[config.mk]
export PLATFORM = sky130hd
export DESIGN_NAME = umaf_dev_flat
export DESIGN_NICKNAME = d
export VERILOG_FILES = /design/src/design/umaf_pkg.sv /design/src/design/umaf_link_if.sv /design/src/design/umaf_dev.sv /design/src/flat_wrapper.sv
export SDC_FILE = /design/constraint.sdc
export NUM_CORES = 1
export LEC_CHECK = 0
export BUFFER_PORTS_ARGS = -buffer_cell sky130_fd_sc_hd__buf_2
export CORE_MARGIN = 2
export CORE_UTILIZATION = 54
export CTS_CLUSTER_DIAMETER = 80
export CTS_CLUSTER_SIZE = 14
export DETAILED_ROUTE_END_ITERATION = 10
export PLACE_DENSITY = 0.84
export SETUP_SLACK_MARGIN = 0.05
export SLEW_MARGIN = 0
export SYNTH_ARGS = -nofsm -noshare
export SYNTH_HDL_FRONTEND = slang
export SYNTH_SLANG_ARGS = --single-unit
export TNS_END_PERCENT = 1
[constraint.sdc]
create_clock -name pclk -period 3.4 [get_ports pclk]
set_clock_uncertainty 0.1 [all_clocks]
set_input_delay 0.34 -clock pclk [delete_from_list [all_inputs] [get_ports pclk]]
set_output_delay 0.34 -clock pclk [all_outputs]
set_load 0.01 [all_outputs]
[src/design/umaf_pkg.sv]
// constants and helpers shared by both ends of the multidrop serial link
// assumes one system clock; sample tick = baud rate times samples per bit
// How it works
// - sixteen samples per bit, eight in double speed
// - vote at samples 8,9,10 or 4,5,6
// - payload of 5 to 10 bits handled
// - sender rate kept inside receiver window
// - rate error split equally between both sides
// - software picks divisor with small rate error
// - filter mode drops data frames entirely
// - transmitter ignores filter mode
// - 5-8 bits: first stop bit is type
// - nine bits: ninth bit is type
// - type one is address, zero is data
// - master sets ninth bit for address frames
// - slaves also use nine bit format
// - address frames stored, receive flag set
// - software reads address, clears filter if selected
// - filter clear accepts all data frames
// - after last data, software sets filter again
// - one char size for both directions
// - 5-8 bit sender uses two stop bits; the node's transmitter adds the second only when stop_reg is set
// - no read-modify-write on filter bit
// - writing one clears transmit complete flag
// - bit value is majority of three samples
package umaf_pkg;
  localparam logic [7:0] OFS_CSA  = 8'h00;
  localparam logic [7:0] OFS_CSB  = 8'h04;
  localparam logic [7:0] OFS_DATA = 8'h08;
  localparam logic [7:0] OFS_BAUD = 8'h0c;
  // ctrl_status_a fields
  localparam int A_FILT = 0;
  localparam int A_DSPD = 1;
  localparam int A_UPE  = 2;
  localparam int A_DOR  = 3;
  localparam int A_FE   = 4;
  localparam int A_UDRE = 5;
  localparam int A_TXC  = 6;
  localparam int A_RXC  = 7;
  // ctrl_b fields
  localparam int B_TX9  = 0;
  localparam int B_RX9  = 1;
  localparam int B_RXEN = 2;
  localparam int B_TXEN = 3;
  localparam int B_SIZE = 4;
  localparam int B_STOP = 7;
  localparam int B_PAR  = 8;
  localparam int B_PODD = 9;
  localparam logic [2:0]  SIZE_RST = 3'h3;
  localparam logic [2:0]  SIZE_9   = 3'h7;
  localparam logic [11:0] BAUD_RST = 12'h000;
  localparam logic [4:0]  S_NORM   = 5'h10;
  localparam logic [4:0]  S_DBL    = 5'h08;
  localparam logic [4:0]  SF_NORM  = 5'h08;
  localparam logic [4:0]  SF_DBL   = 5'h04;

  // character bits: codes 0..3 give 5..8, code 7 gives 9, others read as 8
  function automatic logic [3:0] char_bits(input logic [2:0] code);
    if (code == SIZE_9) return 4'h9;
    else if (code < 3'h4) return 4'h5 + {1'b0, code};
    else return 4'h8;
  endfunction

  // frame lsb first: start, data, parity, stop bits (first stop given)
  function automatic logic [12:0] frame_bits(input logic [8:0] d, input logic [3:0] nch,
                                             input logic par, input logic podd,
                                             input logic stop1);
    logic [12:0] f;
    logic        p;
    f = 13'h1fff;
    p = podd;
    f[0] = 1'b0;
    for (int i = 0; i < 9; i++) begin
      if (i < int'(nch)) begin
        f[i + 1] = d[i];
        p = p ^ d[i];
      end
    end
    if (par) begin
      f[nch + 4'h1] = p;
      f[nch + 4'h2] = stop1;
    end else begin
      f[nch + 4'h1] = stop1;
    end
    return f;
  endfunction
endpackage

[src/design/umaf_link_if.sv]
// serial line between the addressed node and the remote sender
// the bench reads dev_txd; the wired bus itself is outside these ends
`timescale 1ns/1ps
interface umaf_link_if;
  logic dev_txd;
  logic rem_txd;
  modport dev (input rem_txd, output dev_txd);
  modport rem (output rem_txd);
endinterface // umaf_link_if

[src/design/umaf_dev.sv]
// addressed node: apb registers, receiver with address filter, transmitter
// assumes apb master per amba rules; rem_txd is asynchronous to pclk
`timescale 1ns/1ps
module umaf_dev #(
  parameter int DIV_W = 12
) (
  input  wire logic        pclk,
  input  wire logic        presetn,
  input  wire logic        psel,
  input  wire logic        penable,
  input  wire logic        pwrite,
  input  wire logic [7:0]  paddr,
  input  wire logic [31:0] pwdata,
  output logic [31:0]      prdata,
  output logic             pready,
  output logic             pslverr,
  umaf_link_if.dev         link
);
  typedef enum logic [1:0] {RX_IDLE, RX_START, RX_BITS, RX_STOP} umaf_rx_e;

  logic             filt_reg, dspd_reg, rxen_reg, txen_reg, stop_reg;
  logic             par_reg, podd_reg, tx9_reg;
  logic [2:0]       size_reg;
  logic [DIV_W-1:0] baud_reg;
  logic             rxc_reg, txc_reg, udre_reg, fe_reg, dor_reg, upe_reg, rx9_reg;
  logic [7:0]       rxd_reg;
  logic [8:0]       txb_reg;
  logic [31:0]      prdata_reg;
  logic [31:0]      rdata;
  logic             hit, acc, wr, rd_pop;
  logic [DIV_W-1:0] div_reg;
  logic             tick;
  logic [4:0]       spb, sf;
  logic [3:0]       nch, nrx;
  logic             nine;

  assign acc     = psel & penable;
  assign wr      = acc & pwrite & hit;
  assign rd_pop  = acc & ~pwrite & (paddr == umaf_pkg::OFS_DATA);
  assign pready  = 1'b1;
  assign pslverr = acc & ~hit;
  assign prdata  = prdata_reg;
  assign spb  = dspd_reg ? umaf_pkg::S_DBL : umaf_pkg::S_NORM;
  assign sf   = dspd_reg ? umaf_pkg::SF_DBL : umaf_pkg::SF_NORM;
  assign nch  = umaf_pkg::char_bits(size_reg);
  assign nrx  = nch + {3'h0, par_reg};
  assign nine = (size_reg == umaf_pkg::SIZE_9);
  assign tick = (div_reg == baud_reg);

  always_comb begin
    hit   = 1'b1;
    rdata = 32'h0;
    if (paddr == umaf_pkg::OFS_CSA) begin
      rdata[umaf_pkg::A_FILT] = filt_reg;
      rdata[umaf_pkg::A_DSPD] = dspd_reg;
      rdata[umaf_pkg::A_UPE]  = upe_reg;
      rdata[umaf_pkg::A_DOR]  = dor_reg;
      rdata[umaf_pkg::A_FE]   = fe_reg;
      rdata[umaf_pkg::A_UDRE] = udre_reg;
      rdata[umaf_pkg::A_TXC]  = txc_reg;
      rdata[umaf_pkg::A_RXC]  = rxc_reg;
    end else if (paddr == umaf_pkg::OFS_CSB) begin
      rdata[umaf_pkg::B_TX9]  = tx9_reg;
      rdata[umaf_pkg::B_RX9]  = rx9_reg;
      rdata[umaf_pkg::B_RXEN] = rxen_reg;
      rdata[umaf_pkg::B_TXEN] = txen_reg;
      rdata[umaf_pkg::B_SIZE +: 3] = size_reg;
      rdata[umaf_pkg::B_STOP] = stop_reg;
      rdata[umaf_pkg::B_PAR]  = par_reg;
      rdata[umaf_pkg::B_PODD] = podd_reg;
    end else if (paddr == umaf_pkg::OFS_DATA) begin
      rdata[7:0] = rxd_reg;
    end else if (paddr == umaf_pkg::OFS_BAUD) begin
      rdata[DIV_W-1:0] = baud_reg;
    end else begin
      hit = 1'b0;
    end
  end

  // read data sampled in the setup cycle so the access phase needs no wait
  always_ff @(posedge pclk or negedge presetn) begin
    if (!presetn) prdata_reg <= 32'h0;
    else if (psel & ~penable) prdata_reg <= rdata;
  end

  always_ff @(posedge pclk or negedge presetn) begin
    if (!presetn) begin
      filt_reg <= 1'b0;
      dspd_reg <= 1'b0;
      tx9_reg  <= 1'b0;
      rxen_reg <= 1'b0;
      txen_reg <= 1'b0;
      size_reg <= umaf_pkg::SIZE_RST;
      stop_reg <= 1'b0;
      par_reg  <= 1'b0;
      podd_reg <= 1'b0;
      baud_reg <= umaf_pkg::BAUD_RST;
    end else if (wr) begin
      if (paddr == umaf_pkg::OFS_CSA) begin
        filt_reg <= pwdata[umaf_pkg::A_FILT];
        dspd_reg <= pwdata[umaf_pkg::A_DSPD];
      end else if (paddr == umaf_pkg::OFS_CSB) begin
        tx9_reg  <= pwdata[umaf_pkg::B_TX9];
        rxen_reg <= pwdata[umaf_pkg::B_RXEN];
        txen_reg <= pwdata[umaf_pkg::B_TXEN];
        size_reg <= pwdata[umaf_pkg::B_SIZE +: 3];
        stop_reg <= pwdata[umaf_pkg::B_STOP];
        par_reg  <= pwdata[umaf_pkg::B_PAR];
        podd_reg <= pwdata[umaf_pkg::B_PODD];
      end else if (paddr == umaf_pkg::OFS_BAUD) begin
        baud_reg <= pwdata[DIV_W-1:0];
      end
    end
  end

  always_ff @(posedge pclk or negedge presetn) begin
    if (!presetn) div_reg <= '0;
    else if (tick) div_reg <= '0;
    else div_reg <= div_reg + 1'b1;
  end

  // receiver
  logic       s1_reg, s2_reg;
  umaf_rx_e   rst_reg;
  logic [4:0] rcnt_reg;
  logic [1:0] vb_reg;
  logic [3:0] ridx_reg;
  logic [9:0] rsh_reg;
  logic       maj, decide, bnd, done, ftype, store, pexp;
  logic [8:0] dmask;

  assign maj    = (vb_reg[1] & vb_reg[0]) | (vb_reg[1] & s2_reg) | (vb_reg[0] & s2_reg);
  assign decide = tick & (rcnt_reg == sf + 5'h02);
  assign bnd    = tick & (rcnt_reg == spb);
  assign done   = decide & (rst_reg == RX_STOP);
  assign ftype  = nine ? rsh_reg[8] : maj;
  assign store  = done & ~(filt_reg & ~ftype);
  assign dmask  = 9'h1ff >> (4'h9 - nch);
  assign pexp   = ^(rsh_reg[8:0] & dmask) ^ podd_reg;

  always_ff @(posedge pclk or negedge presetn) begin
    if (!presetn) begin
      s1_reg <= 1'b1;
      s2_reg <= 1'b1;
    end else begin
      s1_reg <= link.rem_txd;
      s2_reg <= s1_reg;
    end
  end

  always_ff @(posedge pclk or negedge presetn) begin
    if (!presetn) begin
      rst_reg  <= RX_IDLE;
      rcnt_reg <= 5'h00;
      vb_reg   <= 2'h0;
      ridx_reg <= 4'h0;
      rsh_reg  <= 10'h000;
    end else if (!rxen_reg) begin
      rst_reg <= RX_IDLE; // disable drops a frame in flight
    end else if (tick) begin
      rcnt_reg <= (rcnt_reg == spb) ? 5'h01 : rcnt_reg + 5'h01;
      if (rcnt_reg >= sf) vb_reg <= {vb_reg[0], s2_reg};
      case (rst_reg)
        RX_IDLE: begin
          rcnt_reg <= 5'h02;
          if (!s2_reg) rst_reg <= RX_START;
          else rcnt_reg <= 5'h01;
        end
        RX_START: begin
          if (decide && maj) rst_reg <= RX_IDLE; // noise spike
          if (bnd) begin
            rst_reg  <= RX_BITS;
            ridx_reg <= 4'h0;
          end
        end
        RX_BITS: begin
          if (decide) rsh_reg[ridx_reg] <= maj;
          if (bnd) begin
            ridx_reg <= ridx_reg + 4'h1;
            if (ridx_reg == nrx - 4'h1) rst_reg <= RX_STOP;
          end
        end
        RX_STOP: begin
          // early next start allowed right after the vote
          if (decide) rst_reg <= RX_IDLE;
        end
        default: rst_reg <= RX_IDLE;
      endcase
    end
  end

  // single-entry buffer; a store while full and not read in that cycle is lost and flagged
  always_ff @(posedge pclk or negedge presetn) begin
    if (!presetn) begin
      rxc_reg <= 1'b0;
      fe_reg  <= 1'b0;
      dor_reg <= 1'b0;
      upe_reg <= 1'b0;
      rx9_reg <= 1'b0;
      rxd_reg <= 8'h00;
    end else if (!rxen_reg) begin
      rxc_reg <= 1'b0;
      fe_reg  <= 1'b0;
      dor_reg <= 1'b0;
      upe_reg <= 1'b0;
    end else if (store && rxc_reg && !rd_pop) begin
      dor_reg <= 1'b1;
    end else if (store) begin
      rxc_reg <= 1'b1;
      rxd_reg <= rsh_reg[7:0] & dmask[7:0];
      rx9_reg <= nine & rsh_reg[8];
      fe_reg  <= ~maj;
      upe_reg <= par_reg & (rsh_reg[nch] != pexp);
      dor_reg <= 1'b0;
    end else if (rd_pop) begin
      rxc_reg <= 1'b0;
      fe_reg  <= 1'b0;
      dor_reg <= 1'b0;
      upe_reg <= 1'b0;
    end
  end

  // transmitter; frame shape never looks at filt_reg
  logic        tbusy_reg;
  logic [12:0] tsh_reg;
  logic [3:0]  tleft_reg;
  logic [4:0]  tcnt_reg;
  logic        tload, tend;

  assign tload = ~tbusy_reg & ~udre_reg;
  assign tend  = tbusy_reg & tick & (tcnt_reg == spb - 5'h01) & (tleft_reg == 4'h1);
  assign link.dev_txd = tsh_reg[0];

  always_ff @(posedge pclk or negedge presetn) begin
    if (!presetn) begin
      udre_reg <= 1'b1;
      txb_reg  <= 9'h000;
    end else if (tload) begin
      udre_reg <= 1'b1;
    end else if (wr && paddr == umaf_pkg::OFS_DATA && udre_reg && txen_reg) begin
      udre_reg <= 1'b0;
      txb_reg  <= {tx9_reg, pwdata[7:0]};
    end
  end

  always_ff @(posedge pclk or negedge presetn) begin
    if (!presetn) begin
      tbusy_reg <= 1'b0;
      tsh_reg   <= 13'h1fff;
      tleft_reg <= 4'h0;
      tcnt_reg  <= 5'h00;
    end else if (tload) begin
      tbusy_reg <= 1'b1;
      tsh_reg   <= umaf_pkg::frame_bits(txb_reg, nch, par_reg, podd_reg, 1'b1);
      tleft_reg <= nch + {3'h0, par_reg} + 4'h2 + {3'h0, stop_reg};
      tcnt_reg  <= 5'h00;
    end else if (tbusy_reg && tick) begin
      if (tcnt_reg == spb - 5'h01) begin
        tcnt_reg  <= 5'h00;
        tsh_reg   <= {1'b1, tsh_reg[12:1]};
        tleft_reg <= tleft_reg - 4'h1;
        if (tleft_reg == 4'h1) tbusy_reg <= 1'b0;
      end else begin
        tcnt_reg <= tcnt_reg + 5'h01;
      end
    end
  end

  // set wins over the write-one clear
  always_ff @(posedge pclk or negedge presetn) begin
    if (!presetn) txc_reg <= 1'b0;
    else if (tend && udre_reg) txc_reg <= 1'b1;
    else if (wr && paddr == umaf_pkg::OFS_CSA && pwdata[umaf_pkg::A_TXC]) txc_reg <= 1'b0;
  end
endmodule // umaf_dev

[src/flat_wrapper.sv]
// flat-port wrapper written by rule: the top's interface ports become plain ports
module umaf_dev_flat 
#(
  parameter int DIV_W = 12
)
  (pclk, presetn, psel, penable, pwrite, paddr, pwdata, prdata, pready, pslverr, link_rem_txd, link_dev_txd);
  umaf_link_if link_i ();
  input  wire logic pclk;
  input  wire logic presetn;
  input  wire logic psel;
  input  wire logic penable;
  input  wire logic pwrite;
  input  wire logic [7:0] paddr;
  input  wire logic [31:0] pwdata;
  output logic [31:0] prdata;
  output logic pready;
  output logic pslverr;
  input wire logic [$bits(link_i.rem_txd)-1:0] link_rem_txd;
  output wire logic [$bits(link_i.dev_txd)-1:0] link_dev_txd;
  assign link_i.rem_txd = link_rem_txd;
  assign link_dev_txd = link_i.dev_txd;
  umaf_dev #(.DIV_W(DIV_W)) u_core (.pclk(pclk), .presetn(presetn), .psel(psel), .penable(penable), .pwrite(pwrite), .paddr(paddr), .pwdata(pwdata), .prdata(prdata), .pready(pready), .pslverr(pslverr), .link(link_i));
endmodule
==> impl_metrics.tcl <==
set metrics [dict create \
    synthArstFlopShare_pct 100.0 \
    synth_cell_types 67 \
    reg2regPathDepth 11 \
    crit_arrival_ns 3.37 \
    fin_area_mm2 0.008085 \
    worst_setup_path_start_kind "register" \
    cts_tree "yes" \
    hold_path_class "input pin to register" \
    die_width_um 118.8 \
    areaGrowthSynthToFinish_pct 13.69 \
    dp_cells 922 \
    dp_hpwl_um 12060 \
    grt_pass1_vias 5512 \
    final_cell_mix "dfrtp_1 (101), nand2_1 (93), nor2_1 (51)" \
    cp.depth 11 \
    dr.pass1.iters 5 \
    largest_reg_flops 13 \
    synth_edf_count 0 \
    routedWlPerCell_um 18.01 \
    overflow 0 \
    cts_max_level 4 \
    antenna_found_initial 0 \
    layout_commonest_cell "dfrtp_1" \
    drt-vias-per-instance 5.906 \
    cts_setup_buffers 0 \
    fin_crit_ns 3.111 \
    grt_setup_unrepaired "no" \
    grt_pass1_wl_um 28150 \
    endpoint "u_core.upe_reg$_DFFE_PN0P_" \
    final_cells 956 \
    n_antenna_cell 0 \
    cts.sinks 119 \
    ir_worst_vdd_v 0.0003873 \
    gp_congestion 0.9120 \
    reg2reg_slack_ns 0.29 \
    r2r-end "u_core.upe_reg$_DFFE_PN0P_" \
    track_usage_pct 25.38 \
    synth_area_per_cell_um2 9.796 \
    wl_um 17220 \
    crit_chain "ha_1 -> nor2_2 -> inv_1 -> ha_1 -> inv_2 -> o21ai_0 -> mux2_4 -> mux2_4 -> xor2_1 -> or4b_1 -> nand3_1" \
    maxSlewHeadroom_pct 39.63 \
    place_ws_ns 0.2448 \
    synth-main-ff-cell "dfrtp_1" \
    nNetsFinal 845 \
    cts_buffers 17 \
    yosysWarnings 0 \
    setup_slack_ns 0.2893 \
    fmax_mhz 321.5 \
    reg2reg_from "u_core.size_reg[0]$_DFFE_PN1P_" \
    numPortBuffers 39 \
    antenna_left 0 \
    path_class "register to register" \
    ys_seq_area_share_pct 42.19 \
    outcome "completed" \
    cp_top_family "simple AND/OR/NAND/NOR gates" \
    p_leak_nw 3.721 \
    clk_pin_slew_worst_paths_ns 0.06 \
    drv_slew 0 \
    drive_gt1_share_pct 21.68 \
    worstPathMaxFanout 7 \
    placed_area_mm2 0.007437 \
    crit_slowest_cell "dfstp_2" \
    core-area_mm2 0.01272 \
    pwr_density_cell_mw_per_mm2 462.1 \
    worst_path_largest_cell_delay_ns 0.54 \
    drt_iter0_drc 559 \
    worst-path-buf-inv 2 \
    dieArea_mm2 0.01410 \
    maxCapViolations 0 \
    syn_area_mm2 0.007112 \
    num_io_pins 81 \
    rows 41 \
    setup.worst_path.start "u_core.size_reg[0]$_DFFE_PN1P_" \
    die_y_um 118.8 \
    num_vias 5646 \
    cp.required_ns 3.66 \
    clkLatencyLatePin_ns 0.42 \
    grt_max_degree 52 \
    hold_viol 0 \
    cts.path.max_buffers 2 \
    worstMarginPinSlew_ns 0.8973 \
    post-route-period-util_pct 91.49 \
    end_kind "register" \
    syn_inst 726 \
    fin_setup_tns_ns 0 \
    drc_errors 0 \
    initial_core_util_pct 55.90 \
    yosys_register_bits 119 \
    setup_violations 0 \
    hold_slack_ns 0.04782 \
    root_buffer "clkbuf_16" \
]
stage by stage:
step,utilization [%],total power [mW]
after floorplan,-,1.727
after global placement,58.46,1.833
after detailed placement,58.46,1.846
after CTS,63.51,3.751
after global routing,63.55,3.856
final,63.55,3.737
power breakdown:
| group | internal [mW] | total, mW | switching, mW |
|---|---|---|---|
| Clock | 1.25 | 1.91 | 0.659 |
| Combinational | 0.123 | 0.338 | 0.215 |
| Sequential | 1.45 | 1.49 | 0.0405 |
final cells by class:
type,instances,area [um^2]
tap,172,215.2
fill,975,4637
clock buffer,21,450.4
multi-input combinational,550,3791
inverter,24,90.09
timing repair buffer,59,365.4
clock inverter,11,172.7
sequential,119,3000
routing by layer:
layer  up-vias  routed length, um  share of wire, %  GRT usage, %
met1      2759               7117                41         32.01
met2       224               8253                48         41.56
met3        53               1207               7.0         5.357
met4         0                641               3.7         12.13
li1       2610                  -                 -             -
met5         -                  0                 0             0
synth_stat cells, types with 6 or more instances:
master | n | area, um^2
ha_1 | 28 | 350.3
a31oi_1 | 7 | 43.79
nand2_1 | 93 | 349.1
xor2_1 | 13 | 113.9
and3_1 | 10 | 62.56
a22oi_1 | 6 | 45.04
dfstp_2 | 18 | 473.0
clkbuf_1 | 20 | 75.07
o21ai_0 | 49 | 245.2
dfrtp_1 | 101 | 2527
nand3_1 | 17 | 85.08
a22o_1 | 8 | 70.07
mux2i_1 | 15 | 150.1
nor3_1 | 14 | 70.07
nor2b_1 | 9 | 56.30
mux2_2 | 47 | 529.3
xnor2_1 | 33 | 289.0
buf_4 | 22 | 165.2
nand2b_1 | 10 | 62.56
nand4_1 | 9 | 56.30
a21oi_1 | 22 | 110.1
o31ai_1 | 7 | 52.55
nor2_1 | 52 | 195.2
inv_1 | 24 | 90.09
worst min path at each step:
stage	startpoint	to	slack, ns	cells past startpoint
5_1_grt	pwdata[10]	u_core.baud_reg[10]$_DFFE_PN0P_	0.06	2
6_report	pwdata[11]	u_core.baud_reg[11]$_DFFE_PN0P_	0.05	2
3_3_place_gp	u_core.s1_reg$_DFF_PN1_	u_core.s2_reg$_DFF_PN1_	0.25	0
2_1_floorplan	presetn	u_core.baud_reg[0]$_DFFE_PN0P_	-0.06	0
4_1_cts	pwdata[11]	u_core.baud_reg[11]$_DFFE_PN0P_	0.04	2
3_5_place_dp	u_core.s1_reg$_DFF_PN1_	u_core.s2_reg$_DFF_PN1_	0.25	0
logic make-up after synthesis:
family | synth area share [%]
other | 0.1056
XOR/XNOR | 7.002
buffers and inverters | 5.577
adder cells (fa/ha/maj) | 5.067
AND/OR/NAND/NOR | 16.56
multiplexers | 11.24
flip-flops | 42.19
AO/OA/AOI/OAI | 12.26
what timing repair did:
item	in CTS	in global routing
hold endpoints to repair	48	0
gates resized for setup	0	3
endpoints found under the setup margin	0	3
hold buffers	2	0
Note: power is estimated with default switching activity, not from simulation.
